File: config.mk
export PLATFORM = sky130hd
export DESIGN_NAME = adrb_bank
export DESIGN_NICKNAME = d
export VERILOG_FILES = /design/src/adrb_pkg.sv /design/src/adrb_bank.sv
export VERILOG_INCLUDE_DIRS = /design/src
export SDC_FILE = /design/constraint.sdc
export NUM_CORES = 1
export LEC_CHECK = 0
export BUFFER_PORTS_ARGS = -buffer_cell sky130_fd_sc_hd__buf_2
export CORE_ASPECT_RATIO = 0.6
export CORE_MARGIN = 4
export CORE_UTILIZATION = 40
export CTS_CLUSTER_SIZE = 14
export DETAILED_ROUTE_END_ITERATION = 12
export SLEW_MARGIN = 20
export SYNTH_ARGS = -nofsm -noshare
export SYNTH_HDL_FRONTEND = slang
export SYNTH_SLANG_ARGS = --single-unit
File: constraint.sdc
create_clock -name i_clk -period 3.1 [get_ports i_clk]
set_input_delay 0.465 -clock i_clk [delete_from_list [all_inputs] [get_ports i_clk]]
set_output_delay 0.465 -clock i_clk [all_outputs]
set_load 0.05 [all_outputs]
File: src/adrb_regs.svh
`ifndef ADRB_REGS_SVH
`define ADRB_REGS_SVH

// ==========================================================================
// register offsets (word addresses on the holding-register port)
`define ADRB_OFS_DEMAND     16'h0000
`define ADRB_OFS_FRESET     16'h0001
`define ADRB_OFS_RECAL      16'h0002
`define ADRB_OFS_CAL_LO     16'h0003
`define ADRB_OFS_CAL_HI     16'h0004
`define ADRB_OFS_RSVD_LAST  16'h0007
`define ADRB_OFS_TEST       16'h0008
`define ADRB_OFS_POSITION   16'h0009
`define ADRB_OFS_APPLIED    16'h000A
`define ADRB_OFS_FLAGS      16'h000B
`define ADRB_OFS_ACT_LO     16'h000C
`define ADRB_OFS_ACT_HI     16'h000D
`define ADRB_OFS_TIME_LO    16'h000E
`define ADRB_OFS_TIME_HI    16'h000F

// ==========================================================================
// diagnostic flag bit positions
`define ADRB_BIT_NVFAIL     15
`define ADRB_BIT_STALL      14
`define ADRB_BIT_SPDMEAS    13
`define ADRB_BIT_SYSWD      12
`define ADRB_BIT_OVSPD      11
`define ADRB_BIT_CALSPAN    10
`define ADRB_BIT_NVREC      9
`define ADRB_BIT_COMMTO     8
`define ADRB_BIT_SHUTMOV    7
`define ADRB_BIT_CALIB      6
`define ADRB_BIT_LOOPACT    5
`define ADRB_BIT_ALOW       4
`define ADRB_BIT_COAST      3
`define ADRB_BIT_CMDRX      2
`define ADRB_BIT_AINIT      1
`define ADRB_BIT_STARTDLY   0
`define ADRB_LATCH_MASK     16'hFE00

// ==========================================================================
// reset values and thresholds
`define ADRB_TEST_PATTERN   16'hB38C
`define ADRB_OVSPD_RPM      16'h0CE4
`define ADRB_COAST_RPM      16'h09C4
`define ADRB_ALOW_UA        16'h0BB8
`define ADRB_AHIGH_UA       16'h4E20
`define ADRB_ONOFF_SPLIT    16'h0032
`define ADRB_FULL_PCT       16'h0064
`define ADRB_CAL_LO_DEF     16'h0FA0
`define ADRB_CAL_HI_DEF     16'h4E20

// ==========================================================================
// timing: stall window and its cycle count at the system clock
`define ADRB_STALL_MS       400
`define ADRB_CLK_HZ         25000000
`define ADRB_STALL_CYC      ((`ADRB_STALL_MS * (`ADRB_CLK_HZ / 1000)))

`endif
File: src/adrb_pkg.sv
package adrb_pkg;

  // ========================================================================
  // host access on the holding-register port
  typedef struct packed {
    logic        wr;
    logic        rd;
    logic [15:0] addr;
    logic [15:0] wdata;
  } adrb_req_t;

  // drive measurements from the motor loop
  typedef struct packed {
    logic [15:0] speed_rpm;
    logic        pwm_nonzero;
    logic        travel_done;
  } adrb_drive_t;

  // reset sequencer states, gray along the path
  typedef enum logic [1:0] {
    ADRB_RST_IDLE = 2'b00,
    ADRB_RST_ACK  = 2'b01,
    ADRB_RST_DONE = 2'b11
  } adrb_rst_t;

  // recalibration by demand sequence
  typedef enum logic [1:0] {
    ADRB_SEQ_WAIT = 2'b00,
    ADRB_SEQ_FULL = 2'b01,
    ADRB_SEQ_HIT  = 2'b11
  } adrb_seq_t;

endpackage : adrb_pkg

File: src/adrb_bank.sv
`timescale 1ns/1ns
`include "adrb_regs.svh"
module adrb_bank
  import adrb_pkg::*;
(
  // clock and reset
  input  wire logic        i_clk,
  input  wire logic        i_srst,
  // holding-register port
  input  wire adrb_req_t   i_req,
  output logic [15:0]      o_rdata,
  output logic             o_exception,
  // status inputs from firmware-side logic
  input  wire adrb_drive_t i_drive,
  input  wire logic [15:0] i_analog_ua,
  input  wire logic [15:0] i_analog_raw,
  input  wire logic [6:0]  i_position_pct,
  input  wire logic        i_calibrated,
  input  wire logic        i_span_short,
  input  wire logic        i_comm_lost,
  input  wire logic        i_wd_reset,
  input  wire logic        i_nv_fail,
  input  wire logic        i_nv_recovered,
  input  wire logic        i_speed_meas_bad,
  input  wire logic        i_shut_moving,
  input  wire logic        i_loop_active,
  input  wire logic        i_start_done,
  input  wire logic        i_minute_tick,
  // configuration held elsewhere
  input  wire logic        i_src_local,
  input  wire logic        i_onoff,
  input  wire logic [6:0]  i_default_pct,
  // outputs to the position loop
  output logic [6:0]       o_applied_pct,
  output logic             o_actuate_en,
  output logic             o_recal_start,
  output logic [15:0]      o_cal_lo,
  output logic [15:0]      o_cal_hi,
  output logic             o_fault_ack
);

  // ========================================================================
  // functions
  function automatic logic [6:0] resolve_onoff(input logic [15:0] v);
    resolve_onoff = (v >= `ADRB_ONOFF_SPLIT) ? 7'd100 : 7'd0;
  endfunction : resolve_onoff

  function automatic logic is_one(input logic [15:0] v);
    is_one = (v == 16'h0001);
  endfunction : is_one

  // ========================================================================
  // storage
  logic [15:0] position_demand;
  logic [15:0] fault_reset_request;
  logic [15:0] recalibrate_request;
  logic [15:0] fault_flag_word;
  logic [31:0] actuation_counter;
  logic [31:0] powered_time_counter;
  logic [15:0] time_hi_snap;
  logic [15:0] act_hi_snap;
  logic [24:0] stall_cnt;
  logic        wd_seen;
  adrb_rst_t   rst_state;
  adrb_seq_t   seq_state;
  logic [15:0] next_flags;

  // raw conditions behind the flags, the fault summary and the write decodes
  logic overspeed;
  logic coast;
  logic alow;
  logic ain_ok;
  logic fault_any;
  logic wr_demand;
  logic wr_reset;
  logic demand_ok;
  assign overspeed = i_drive.speed_rpm > `ADRB_OVSPD_RPM;
  assign coast     = i_drive.speed_rpm > `ADRB_COAST_RPM;
  assign alow      = i_analog_ua < `ADRB_ALOW_UA;
  assign ain_ok    = !alow && (i_analog_ua <= `ADRB_AHIGH_UA);
  // faults are the latching upper bits plus the comms timeout
  assign fault_any = |(fault_flag_word & (`ADRB_LATCH_MASK | 16'h4800
                                          | 16'h1500));
  assign demand_ok = i_req.wdata <= `ADRB_FULL_PCT;
  assign wr_demand = i_req.wr && i_req.addr == `ADRB_OFS_DEMAND && demand_ok;
  assign wr_reset  = i_req.wr && i_req.addr == `ADRB_OFS_FRESET;

  // ========================================================================
  // demand register, out-of-range values are refused
  always_ff @(posedge i_clk) begin
    if (i_srst) begin
      position_demand <= 16'h0000;
    end else if (wr_demand) begin
      position_demand <= i_req.wdata;
    end
  end

  // ========================================================================
  // fault reset sequencer: take, acknowledge, clear the register
  always_ff @(posedge i_clk) begin
    if (i_srst) begin
      rst_state           <= ADRB_RST_IDLE;
      fault_reset_request <= 16'h0000;
    end else begin
      unique case (rst_state)
        ADRB_RST_IDLE: begin
          // a request with no fault present is dropped
          if (wr_reset && is_one(i_req.wdata) && fault_any) begin
            fault_reset_request <= 16'h0001;
            rst_state           <= ADRB_RST_ACK;
          end
        end
        ADRB_RST_ACK: begin
          fault_reset_request <= 16'h0000;
          rst_state           <= ADRB_RST_DONE;
        end
        ADRB_RST_DONE: begin
          rst_state <= ADRB_RST_IDLE;
        end
        default: rst_state <= ADRB_RST_IDLE;
      endcase
    end
  end
  // combinational so the port sees the ack in the ACK cycle itself
  assign o_fault_ack = (rst_state == ADRB_RST_ACK);

  // ========================================================================
  // recalibration: register write, or 100 then 0 during start delay
  // other demands between 100 and 0 leave the sequence armed
  always_ff @(posedge i_clk) begin
    if (i_srst) begin
      seq_state           <= ADRB_SEQ_WAIT;
      recalibrate_request <= 16'h0000;
      o_recal_start       <= 1'b0;
    end else begin
      o_recal_start <= 1'b0;
      if (i_req.wr && i_req.addr == `ADRB_OFS_RECAL
          && is_one(i_req.wdata)) begin
        recalibrate_request <= 16'h0001;
        o_recal_start       <= 1'b1;
      end else if (recalibrate_request != 16'h0000) begin
        recalibrate_request <= 16'h0000;
      end
      unique case (seq_state)
        ADRB_SEQ_WAIT: begin
          if (fault_flag_word[`ADRB_BIT_STARTDLY] && wr_demand
              && i_req.wdata == `ADRB_FULL_PCT) begin
            seq_state <= ADRB_SEQ_FULL;
          end
        end
        ADRB_SEQ_FULL: begin
          if (!fault_flag_word[`ADRB_BIT_STARTDLY]) begin
            seq_state <= ADRB_SEQ_WAIT;
          end else if (wr_demand && i_req.wdata == 16'h0000) begin
            o_recal_start <= 1'b1;
            seq_state     <= ADRB_SEQ_HIT;
          end
        end
        ADRB_SEQ_HIT: seq_state <= ADRB_SEQ_WAIT;
        default:      seq_state <= ADRB_SEQ_WAIT;
      endcase
    end
  end

  // ========================================================================
  // analog calibration points, defaults until a write stores a reading
  // a write of 0 stores nothing; above 1 is refused with an exception
  always_ff @(posedge i_clk) begin
    if (i_srst) begin
      o_cal_lo <= `ADRB_CAL_LO_DEF;
      o_cal_hi <= `ADRB_CAL_HI_DEF;
    end else if (i_req.wr && is_one(i_req.wdata)) begin
      if (i_req.addr == `ADRB_OFS_CAL_LO) begin
        o_cal_lo <= i_analog_raw;
      end
      if (i_req.addr == `ADRB_OFS_CAL_HI) begin
        o_cal_hi <= i_analog_raw;
      end
    end
  end

  // ========================================================================
  // stall timer: drive applied with zero speed for the whole window
  // it saturates, so the stall flag re-latches at once after a clear
  // while the drive is still stuck
  always_ff @(posedge i_clk) begin
    if (i_srst || !i_drive.pwm_nonzero || i_drive.speed_rpm != 16'h0000) begin
      stall_cnt <= 25'd0;
    end else if (stall_cnt < 25'(`ADRB_STALL_CYC)) begin
      stall_cnt <= stall_cnt + 25'd1;
    end
  end

  // watchdog cause caught once after the reset is released
  // later changes of i_wd_reset are ignored until the next reset
  always_ff @(posedge i_clk) begin
    if (i_srst) begin
      wd_seen <= 1'b0;
    end else begin
      wd_seen <= 1'b1;
    end
  end

  // ========================================================================
  // diagnostic flag word: latches set, live ones follow their cause
  // command-received and analog-initialized stay set until power-up reset
  always_comb begin
    next_flags = fault_flag_word;
    // latched causes; a completed reset drops those whose cause is gone
    if (rst_state == ADRB_RST_ACK) begin
      next_flags = next_flags & ~`ADRB_LATCH_MASK;
      next_flags[`ADRB_BIT_STALL]   = 1'b0;
      next_flags[`ADRB_BIT_OVSPD]   = 1'b0;
      next_flags[`ADRB_BIT_CALSPAN] = 1'b0;
      next_flags[`ADRB_BIT_SYSWD]   = 1'b0;
    end
    // set wins over the reset clear in the same cycle
    if (i_nv_fail)        next_flags[`ADRB_BIT_NVFAIL]  = 1'b1;
    if (i_nv_recovered)   next_flags[`ADRB_BIT_NVREC]   = 1'b1;
    if (i_speed_meas_bad) next_flags[`ADRB_BIT_SPDMEAS] = 1'b1;
    if (stall_cnt == 25'(`ADRB_STALL_CYC)) begin
      next_flags[`ADRB_BIT_STALL] = 1'b1;
    end
    if (!wd_seen && i_wd_reset) next_flags[`ADRB_BIT_SYSWD] = 1'b1;
    if (overspeed) next_flags[`ADRB_BIT_OVSPD] = 1'b1;
    if (i_drive.travel_done && i_span_short) begin
      next_flags[`ADRB_BIT_CALSPAN] = 1'b1;
    end
    // live flags, then the sticky command-received and analog-initialized bits
    next_flags[`ADRB_BIT_COMMTO]  = i_comm_lost && !i_src_local;
    next_flags[`ADRB_BIT_SHUTMOV] = i_shut_moving;
    next_flags[`ADRB_BIT_CALIB]   = i_calibrated;
    next_flags[`ADRB_BIT_LOOPACT] = i_loop_active;
    next_flags[`ADRB_BIT_ALOW]    = alow;
    next_flags[`ADRB_BIT_COAST]   = coast;
    if (wr_demand) next_flags[`ADRB_BIT_CMDRX] = 1'b1;
    if (ain_ok)    next_flags[`ADRB_BIT_AINIT] = 1'b1;
    next_flags[`ADRB_BIT_STARTDLY] = !i_start_done;
  end

  always_ff @(posedge i_clk) begin
    if (i_srst) begin
      fault_flag_word <= 16'h0001;
    end else begin
      fault_flag_word <= next_flags;
    end
  end

  // ========================================================================
  // applied demand: source select, on/off resolve, loss defaults
  // the demand register keeps the written value; the loop and the applied
  // word both see the resolved on/off position
  always_ff @(posedge i_clk) begin
    if (i_srst) begin
      o_applied_pct <= 7'd0;
    end else if (!i_src_local) begin
      if (fault_flag_word[`ADRB_BIT_COMMTO]) begin
        o_applied_pct <= i_default_pct;
      end else if (i_onoff) begin
        o_applied_pct <= resolve_onoff(position_demand);
      end else begin
        o_applied_pct <= position_demand[6:0];
      end
    end else if (alow) begin
      o_applied_pct <= i_default_pct;
    end else begin
      o_applied_pct <= 7'd0;
    end
  end

  // actuation only after startup, with the source initialized, no fault
  // the comms timeout blocks too, but clears itself when the link returns
  always_ff @(posedge i_clk) begin
    if (i_srst) begin
      o_actuate_en <= 1'b0;
    end else begin
      o_actuate_en <= !fault_any && i_start_done
        && (i_src_local ? fault_flag_word[`ADRB_BIT_AINIT]
                        : fault_flag_word[`ADRB_BIT_CMDRX]);
    end
  end

  // ========================================================================
  // counters
  // both wrap at 32 bits; a host sees a roll-over as a small count
  always_ff @(posedge i_clk) begin
    if (i_srst) begin
      actuation_counter <= 32'h0000_0000;
    end else if (i_drive.travel_done) begin
      actuation_counter <= actuation_counter + 32'h0000_0001;
    end
  end

  always_ff @(posedge i_clk) begin
    if (i_srst) begin
      powered_time_counter <= 32'h0000_0000;
    end else if (i_minute_tick) begin
      powered_time_counter <= powered_time_counter + 32'h0000_0001;
    end
  end

  // low-half read snaps the upper half so a paired read is coherent
  always_ff @(posedge i_clk) begin
    if (i_srst) begin
      time_hi_snap <= 16'h0000;
      act_hi_snap  <= 16'h0000;
    end else if (i_req.rd) begin
      if (i_req.addr == `ADRB_OFS_TIME_LO) begin
        time_hi_snap <= powered_time_counter[31:16];
      end
      if (i_req.addr == `ADRB_OFS_ACT_LO) begin
        act_hi_snap <= actuation_counter[31:16];
      end
    end
  end

  // ========================================================================
  // read data and exception answer, one cycle after the strobe
  // writes to read-only or reserved words are dropped with no exception
  always_ff @(posedge i_clk) begin
    if (i_srst) begin
      o_rdata     <= 16'h0000;
      o_exception <= 1'b0;
    end else begin
      o_exception <= i_req.wr && (
        (i_req.addr == `ADRB_OFS_DEMAND && !demand_ok) ||
        ((i_req.addr == `ADRB_OFS_CAL_LO || i_req.addr == `ADRB_OFS_CAL_HI)
         && i_req.wdata > 16'h0001));
      if (i_req.rd) begin
        unique case (i_req.addr)
          `ADRB_OFS_DEMAND:   o_rdata <= position_demand;
          `ADRB_OFS_FRESET:   o_rdata <= fault_reset_request;
          `ADRB_OFS_RECAL:    o_rdata <= recalibrate_request;
          `ADRB_OFS_TEST:     o_rdata <= `ADRB_TEST_PATTERN;
          `ADRB_OFS_POSITION: o_rdata <= i_calibrated
                                ? {9'd0, i_position_pct} : 16'h0000;
          `ADRB_OFS_APPLIED:  o_rdata <= {9'd0, o_applied_pct};
          `ADRB_OFS_FLAGS:    o_rdata <= fault_flag_word;
          `ADRB_OFS_ACT_LO:   o_rdata <= actuation_counter[15:0];
          `ADRB_OFS_ACT_HI:   o_rdata <= act_hi_snap;
          `ADRB_OFS_TIME_LO:  o_rdata <= powered_time_counter[15:0];
          `ADRB_OFS_TIME_HI:  o_rdata <= time_hi_snap;
          default:            o_rdata <= 16'h0000;
        endcase
      end
    end
  end

endmodule : adrb_bank

==> qor.yml, run 1 <==
status:
  outcome: "finished clean"
yosys:
  synth_ff_type: "dfxtp_1"
  syn-cell-area_um2: 9830
  syn_nets: 1233
  postSynthAreaPerCell_um2: 8.80
  yosysWarningCount: 0
  synth_edf_count: 0
  synthArstFlopShare_pct: 0
  yosysSeqAreaShare_pct: 44.4
  ys_ff_latch: 218
  synth_cells: 1116
  ys_types: 64
timing:
  period_needed_ps: 2510
  post-route-period-util_pct: 81.0
  drv_slew: 0
  worstMarginPinSlew_ps: 656
  setup_viol: 0
  maxSlewHeadroom_pct: 56.3
  fin_skew_ps: 10.5
  max_freq_mhz: 398
  rsz0062_at_grt: "no"
  hold_viol: 0
  fin_tns_setup_ps: 0
drt:
  dr.pass1.iters: 7
  vias_per_cell: 5.54
  routedWlPerCell_um: 19.0
  drtIter0Drc: 798
  drtAntennaViolNets: 0
  vias: 8873
  drc: 0
  drt-total-wl_mm: 30.4
floorplanning:
  design.die.area_um2: 27200
  coreArea_um2: 24200
  num_rows: 44
  initial_utilization_pct: 40.7
  die_x_um: 210
  die_y_um: 129
  ioPinCount: 172
setup_path:
  start_kind: "register"
  end_kind: "register"
  arrival_ps: 2910
  path_class: "register to register"
  crit_fanout: 15
  required_ps: 3500
placed_design:
  place.gp.congestion: 0.877
  placed_cells: 1564
  place_hpwl_mm: 22.8
  numPortBuffers: 171
clock_network:
  clk_latency_ps: 510
  numCtsBuffers: 21
  cts_root_buffer: "clkbuf_16"
  ctsHtreeMaxLevel: 1
  ctsLongestPathBuffers: 3
  clock_sinks: 218
  hold_buffers: 0
  cts_tree: "done"
  post_cts_buffers: 0
  clk_pin_slew_worst_paths_ps: 60
  cts_resized: 0
final_layout:
  nets: 1382
  instances_no_fill: 1602
  reg_top3: "actuation_counter (32), powered_time_counter (32), stall_cnt (25)"
  syn2layout_area_growth_pct: 19.1
  final_cell_mix: "dfxtp_1 (218), buf_2 (170), nor2_1 (125)"
  drive_above_1_share_pct: 20.8
  final_common_cell: "dfxtp_1"
grt:
  grt_use_total_pct: 21.7
  grt_pass1_wl_mm: 46.9
  antenna_found_initial: 1
  grt_overflow_total: 0
  grt_start_max_net_pins: 99
  grt_pass1_vias: 8093
power:
  powerDensity_nw_per_um2: 481
  leakage_nw: 4.41
  irDropWorstVdd_uv: 247
  power_mw: 5.63
flow_run:
  drv_cap: 0
worst_hold_path:
  min-delay-path-class: "primary input to register"
## power by group
| part | switching, mW | total (mW) | leakage, nW | internal (mW) |
|---|---|---|---|---|
| clock | 1.09 | 2.50 | 0.325 | 1.41 |
| sequential | 0.0263 | 2.85 | 1.76 | 2.82 |
| combinational | 0.173 | 0.282 | 2.33 | 0.108 |
## final timing paths
| path | start | endpoint | slack (ps) | cells after the start |
|---|---|---|---|---|
| min | i_start_done | fault_flag_word[0]$_SDFF_PP1_ | 140 | 2 |
| max | stall_cnt[24]$_SDFFE_PP0N_ | stall_cnt[1]$_SDFFE_PP0N_ | 590 | 6 |
| min reg2reg | time_hi_snap[3]$_SDFFE_PP0P_ | time_hi_snap[3]$_SDFFE_PP0P_ | 460 | 2 |
| max reg2reg | stall_cnt[24]$_SDFFE_PP0N_ | stall_cnt[1]$_SDFFE_PP0N_ | 590 | 6 |
## worst max-delay path: stages (launching register included)
cell and delay, ps:
dfxtp_1 340, or4_4 560, or4_1 640, o22ai_4 360, buf_4 250, mux2i_1 200, nor2_1 50
## kinds of logic after synthesis
group	after synthesis	share of synthesized area (%)
adder cells (fa/ha/maj)	4	0.509
AND/OR/NAND/NOR	485	25.6
XOR/XNOR	55	4.90
multiplexers	40	5.27
AO/OA/AOI/OAI	226	15.5
buffers and inverters	88	3.77
flip-flops	218	44.4
## area by class of cell
type                            count  area (µm²)
Tap cell                          322         403
Clock buffer                       30         589
Antenna cell                        1        2.50
Multi-Input combinational cell    810        5100
Clock inverter                      7        60.1
Timing Repair Buffer              202        1140
Sequential cell                   218        4360
Inverter                           12        45.0
Fill cell                        2346       12500
## cells in the mapped netlist (5+ instances only)
library cell  number  area share (%)
buf_1              7            0.27
mux4_2             9             2.1
and4_1            10            0.89
xor2_1            42             3.7
nor2b_1            7            0.45
dfxtp_1          218              44
nand3_1           42             2.1
inv_1             12            0.46
a22oi_1            7            0.53
and3_1            28             1.8
nand2_1          117             4.5
o31ai_1           15             1.1
nor3_1            23             1.2
nor4_1            13            0.83
a21oi_1           89             4.5
nor3b_1           15             1.1
a21o_1             9            0.69
a222oi_1           9            0.92
a32oi_1           12             1.1
a31oi_1           12            0.76
xnor2_1           13             1.2
o21ai_0           27             1.4
or4_1             21             1.6
or3_1             15            0.96
clkbuf_1          56             2.1
a31o_1             8            0.71
buf_2              8            0.41
o2bb2ai_1          5            0.45
nand4_1           31             2.0
and2_1            10            0.64
mux2i_1           27             2.8
nor2_1           125             4.8
## through the flow
stage               area (µm²)  hold WS [ps]  worst slack [ps]  utilization [%]
global route             11700           128               437             48.4
finish                   11700           142               589             48.4
floorplan                 9830           421               613                -
global placement         11100           441               427             45.7
detailed placement       11100           449               372             45.7
CTS                      11700           125               590             48.4
## layer usage
layer  global-route usage [%]  part of all wire (%)  up-vias
met5                        0                     0        -
met4                     3.41                   1.1        0
met3                     6.02                   9.5       30
met2                     28.5                    38      316
met1                     35.0                    51     4158
li1                         -                     -     4369
No activity file was read; power rests on OpenSTA's default activity.
==> inputs of run 2 (changes only) <==
==> constraint.sdc (replaced) <==
create_clock -name i_clk -period 2.15 [get_ports i_clk]
set_input_delay 0.3225 -clock i_clk [delete_from_list [all_inputs] [get_ports i_clk]]
set_output_delay 0.3225 -clock i_clk [all_outputs]
set_load 0.05 [all_outputs]
==> qor.yml, run 2 (synthesized netlist as in run 1, its figures left out) <==
setup_path:
  crit_fanout: 14  # -1
  end_kind: "register"
  slowest_stage: "or4_4"
  path_class: "register to register"
  timing.reg2reg.setup_slack_ps: -70  # -660 ps
  start_kind: "register"
  cp_slowest_stage_delay_ps: 550  # -90 ps
  arrival_ps: 2660  # -250 ps
  cp_cell_sequence: "or4_4 -> a2111oi_4 -> o22ai_4 -> buf_12 -> or4_1 -> a21oi_1"
  required_ps: 2590  # -910 ps
  critical_path.top_delay_family: "simple AND/OR/NAND/NOR gates"
  crit_buf_inv: 1  # unchanged
clock_network:
  clock_sinks: 218  # unchanged
  ctsLongestPathBuffers: 3  # unchanged
  cts_tree: "done"
  cts_root_buffer: "clkbuf_16"
  clk_latency_ps: 520  # about the same
  ctsHtreeMaxLevel: 1  # unchanged
  numCtsBuffers: 22  # +4.8%
  clk_pin_slew_worst_paths_ps: 70  # about the same
timing:
  period_needed_ps: 2220  # -290 ps
  setup_viol: 14  # +14
  drv_slew: 0  # unchanged
  worstMarginPinSlew_ps: 740  # +84.3 ps
  maxSlewHeadroom_pct: 50.2  # -6.1 points
  rsz0062_at_grt: "yes"
  hold_viol: 0  # unchanged
  layout_setup_ws_ps: -70.7  # -660 ps
  max_freq_mhz: 450  # +13%
  hold_ws_ps: 5.72  # -136 ps
  fin_skew_ps: 13.2  # +2.67 ps
  post-route-period-util_pct: 103  # +22 points
grt:
  grt_start_max_net_pins: 81  # -18%
  use_met3_pct: 5.25  # -0.77 points
  grt_overflow_total: 0  # unchanged
  grt_pass1_wl_mm: 48.0  # +2.3%
  use_met2_pct: 29.2  # +0.68 points
  use_met1_pct: 36.6  # +1.6 points
  antenna_found_initial: 0  # -1
  grt.busiest_layer: "met1"
  grt_pass1_vias: 8233  # +1.7%
  grt_use_total_pct: 22.3  # +0.60 points
final_layout:
  syn2layout_area_growth_pct: 26.6
  reg_top3: "actuation_counter (32), powered_time_counter (32), stall_cnt (25)"
  drive_above_1_share_pct: 25.6  # +4.8 points
  fillers: 2300  # -2.0%
  nets: 1452  # +5.1%
  n_antenna_cell: 0  # -1
  final_common_cell: "dfxtp_1"
  final_cell_mix: "dfxtp_1 (218), buf_2 (170), nor2_1 (125)"
floorplanning:
  ioPinCount: 172  # unchanged
  design.die.area_um2: 27200  # unchanged
  die_y_um: 129  # unchanged
  initial_utilization_pct: 40.7  # unchanged
  coreArea_um2: 24200  # unchanged
  num_rows: 44  # unchanged
  die_x_um: 210  # unchanged
placed_design:
  numPortBuffers: 171  # unchanged
  place_hpwl_mm: 23.7  # +3.7%
  place_ws_ps: -324  # -696 ps
  place.gp.congestion: 0.842  # -3.9%
worst_hold_path:
  min-delay-path-class: "primary input to register"
drt:
  routedWlPerCell_um: 18.7  # -1.4%
  drc: 0  # unchanged
  drtAntennaViolNets: 0  # unchanged
  vias: 9233  # +4.1%
  dr.pass1.iters: 5  # -2
  vias_per_cell: 5.52  # -0.36%
  drtIter0Drc: 865  # +8.4%
  drt-total-wl_mm: 31.3  # +2.9%
power:
  powerDensity_nw_per_um2: 683  # +42%
  irDropWorstVdd_uv: 519  # +110%
  leakage_nw: 4.83  # +9.4%
status:
  violations: "negative setup slack"
  outcome: "complete, but fails checks"
flow_run:
  drv_cap: 0  # unchanged
-- run 2: changes by cell type in the layout (fill, tap and decap cells not counted), moves of 3 or more --
cell	previous run	this run
buf_12	4	11
or4_4	4	8
buf_4	28	88
clkbuf_1	6	3
or4_1	21	17
-- run 2: worst register-to-register path, stage by stage, from the launching register on --
cell and delay [ps]:
dfxtp_1 310, or4_4 550, a2111oi_4 290, o22ai_4 150, buf_12 160, or4_1 500, a21oi_1 190
-- run 2: path summary, 6_finish.rpt --
kind,to,cells after the start,start
worst min-delay path,fault_flag_word[0]$_SDFF_PP1_,2,i_start_done
worst min register to register,act_hi_snap[3]$_SDFFE_PP0P_,2,act_hi_snap[3]$_SDFFE_PP0P_
worst max register to register,stall_cnt[17]$_SDFFE_PP0N_,6,stall_cnt[24]$_SDFFE_PP0N_
worst max-delay path,stall_cnt[17]$_SDFFE_PP0N_,6,stall_cnt[24]$_SDFFE_PP0N_
-- run 2: stage by stage --
stage | util [%] | setup TNS (ps) | instance area (µm²) | cells | power, mW
floorplan | - | -3120 | 9860 | 1116 | 4.38
global placement | 48.2 | -13620 | 11600 | 1628 | 4.62
detailed placement | 48.2 | -14790 | 11600 | 1628 | 4.62
CTS | 51.3 | -636 | 12400 | 1670 | 8.55
global route | 51.5 | -2040 | 12400 | 1673 | 8.79
finish | 51.5 | -568 | 12400 | 1673 | 8.49
-- run 2: area by class of cell --
type | count | area, µm² | area share, %
clock buffer | 29 | 628 | 5.05
clock inverter | 11 | 110 | 0.885
inverter | 12 | 45.0 | 0.362
multi-input combinational | 810 | 5130 | 41.3
sequential | 218 | 4360 | 35.1
tap | 322 | 403 | 3.24
timing repair buffer | 271 | 1750 | 14.1
-- run 2: metal layers --
layer  routed length, µm  vias to the layer above
met4                 388                        0
li1                    -                     4508
met3                3010                       29
met1               16000                     4346
met2               11800                      350
met5                   0                        -
-- run 2: report_power, final --
part | total [mW] | switching, mW | internal, mW
clock | 3.95 | 1.65 | 2.30
combinational | 0.444 | 0.260 | 0.185
sequential | 4.10 | 0.0306 | 4.07
-- run 2: repair_timing --
| item | 4_1_cts | 5_1_grt |
|---|---|---|
| hold buffers | 1 | 1 |
| endpoints found under the hold margin | 1 | 1 |
| buffers inserted | 1 | 2 |
| gates resized for setup | 1 | 4 |
| endpoints found under the setup margin | 17 | 23 |
| pin swaps | 0 | 2 |
==> inputs of run 3 (changes only) <==
--- a/config.mk
+++ b/config.mk
@@ -12,7 +12,6 @@
 export CORE_UTILIZATION = 40
 export CTS_CLUSTER_SIZE = 14
 export DETAILED_ROUTE_END_ITERATION = 12
-export SLEW_MARGIN = 20
 export SYNTH_ARGS = -nofsm -noshare
 export SYNTH_HDL_FRONTEND = slang
 export SYNTH_SLANG_ARGS = --single-unit
==> constraint.sdc (replaced) <==
create_clock -name i_clk -period 1.9 [get_ports i_clk]
set_input_delay 0.285 -clock i_clk [delete_from_list [all_inputs] [get_ports i_clk]]
set_output_delay 0.285 -clock i_clk [all_outputs]
set_load 0.05 [all_outputs]
==> qor.yml, run 3 (synthesized netlist as in run 1, its figures left out) <==
status:
  outcome: "complete, but fails checks"
  violations: "negative setup slack"
grt:
  antenna_found_initial: 0  # unchanged
  grt_overflow_total: 0  # unchanged
  grt_start_max_net_pins: 104  # +28%
  grt_pass1_vias: 8793  # +6.8%
  grt_pass1_wl_mm: 50.0  # +4.2%
  grt_use_total_pct: 23.1  # +0.82 points
drt:
  wl_met1_mm: 16.7  # +4.3%
  drc: 0  # unchanged
  wl_met2_mm: 12.4  # +4.7%
  vias_per_cell: 5.57  # +0.85%
  wl_met3_mm: 3.20  # +6.2%
  vias: 9562  # +3.6%
  drtIter0Drc: 1046  # +21%
  highest_layer: "met4"
  drt-total-wl_mm: 32.8  # +4.9%
  dr.pass1.iters: 6  # +1
  drtAntennaViolNets: 0  # unchanged
  routedWlPerCell_um: 19.1  # +2.2%
floorplanning:
  ioPinCount: 172  # unchanged
  design.die.area_um2: 27200  # unchanged
  die_x_um: 210  # unchanged
  num_rows: 44  # unchanged
  coreArea_um2: 24200  # unchanged
  die_y_um: 129  # unchanged
  initial_utilization_pct: 40.7  # unchanged
placed_design:
  numPortBuffers: 171  # unchanged
  place_ws_ps: -561  # -237 ps
  place_hpwl_mm: 24.8  # +4.7%
  place.gp.congestion: 0.848  # +0.71%
  placed_cells: 1661  # +2.0%
setup_path:
  slowest_stage: "or4_4"
  start_kind: "register"
  crit_fanout: 19  # +5
  cp_cell_sequence: "or4_4 -> a2111oi_4 -> o22ai_4 -> buf_12 -> or4_1 -> a21oi_2"
  timing.reg2reg.setup_slack_ps: -340  # -270 ps
  path_class: "register to register"
  arrival_ps: 2680  # +20 ps
  crit_buf_inv: 1  # unchanged
  required_ps: 2340  # -250 ps
  cp_slowest_stage_delay_ps: 560  # about the same
  critical_path.top_delay_family: "simple AND/OR/NAND/NOR gates"
  end_kind: "register"
timing:
  hold_viol: 0  # unchanged
  hold_ws_ps: 18.3  # +12.6 ps
  rsz0062_at_grt: "yes"
  maxSlewHeadroom_pct: 59.6  # +9.4 points
  max_freq_mhz: 446  # -0.92%
  drv_slew: 0  # unchanged
  worstMarginPinSlew_ps: 604  # -135 ps
  layout_setup_ws_ps: -341  # -271 ps
  period_needed_ps: 2240  # +20.5 ps
  setup_viol: 24  # +10
  post-route-period-util_pct: 118  # +15 points
  fin_skew_ps: 13.0  # -0.178 ps
clock_network:
  ctsLongestPathBuffers: 3  # unchanged
  clk_latency_ps: 510  # about the same
  cts_root_buffer: "clkbuf_16"
  ctsHtreeMaxLevel: 1  # unchanged
  numCtsBuffers: 22  # unchanged
  clk_pin_slew_worst_paths_ps: 60  # about the same
  clock_sinks: 218  # unchanged
  cts_tree: "done"
power:
  leakage_nw: 5.09  # +5.4%
  powerDensity_nw_per_um2: 737  # +7.9%
  irDropWorstVdd_uv: 473  # -8.9%
  power_mw: 9.48  # +12%
final_layout:
  n_antenna_cell: 0  # unchanged
  reg_top3: "actuation_counter (32), powered_time_counter (32), stall_cnt (25)"
  syn2layout_area_growth_pct: 31.0
  drive_above_1_share_pct: 27.7  # +2.0 points
  nets: 1498  # +3.2%
  instances_no_fill: 1718  # +2.7%
  final_common_cell: "dfxtp_1"
  final_cell_mix: "dfxtp_1 (217), buf_2 (170), nor2_1 (125)"
worst_hold_path:
  min-delay-path-class: "primary input to register"
flow_run:
  drv_cap: 0  # unchanged
==> run 3: changes by cell type in the layout (fill, tap and decap cells not counted), moves of 3 or more <==
cell,delta
buf_4,+33
dlygate4sd3_1,+10
clkbuf_1,+3
clkinv_2,-3
==> run 3: path summary, 6_finish.rpt <==
path | startpoint | to | cells after the start
max reg2reg | stall_cnt[24]$_SDFFE_PP0N_ | stall_cnt[19]$_SDFFE_PP0N_ | 6
min reg2reg | time_hi_snap[2]$_SDFFE_PP0P_ | time_hi_snap[2]$_SDFFE_PP0P_ | 2
max | stall_cnt[24]$_SDFFE_PP0N_ | stall_cnt[19]$_SDFFE_PP0N_ | 6
min | i_default_pct[2] | o_applied_pct[2]$_SDFF_PP0_ | 2
==> run 3: power breakdown <==
group          switching, mW  leakage, nW  internal, mW
logic                  0.308         2.98         0.229
registers             0.0340         1.76          4.60
clock network           1.83        0.346          2.48
==> run 3: timing repair <==
item,in CTS,in global routing
gates cloned,0,2
gates resized for setup,4,10
hold buffers,12,0
endpoints found under the setup margin,28,52
setup buffers,0,4
pin swaps,1,6
endpoints found under the hold margin,12,0
==> run 3: worst register-to-register path: cells and delay by family, from the launching register on <==
family | cells | cell delay [ps]
buf+inv | 1 | 170
flops | 1 | 320
compound gates | 3 | 590
simple gates | 2 | 1090
==> run 3: area by class of cell <==
| type | instances | area [µm²] |
|---|---|---|
| Fill cell | 2257 | 11300 |
| Inverter | 12 | 45.0 |
| Sequential cell | 218 | 4370 |
| Timing Repair Buffer | 317 | 2150 |
| Multi-Input combinational cell | 810 | 5200 |
| Clock buffer | 32 | 639 |
| Clock inverter | 7 | 66.3 |
| Tap cell | 322 | 403 |
==> run 3: layer usage <==
metal / global-route usage [%] / vias to the layer above
li1: - / 4618
met1: 37.0 / 4530
met2: 30.8 / 381
met3: 6.05 / 33
met4: 4.06 / 0
met5: 0 / -
==> run 3: metrics by stage <==
step / utilization (%) / setup TNS, ps / instance area [µm²]
detailed placement: 49.2 / -45910 / 11900
finish: 53.3 / -6720 / 12900
global route: 53.3 / -8570 / 12900
global placement: 49.2 / -43480 / 11900
CTS: 52.8 / -6810 / 12700
floorplan: - / -25200 / 9890
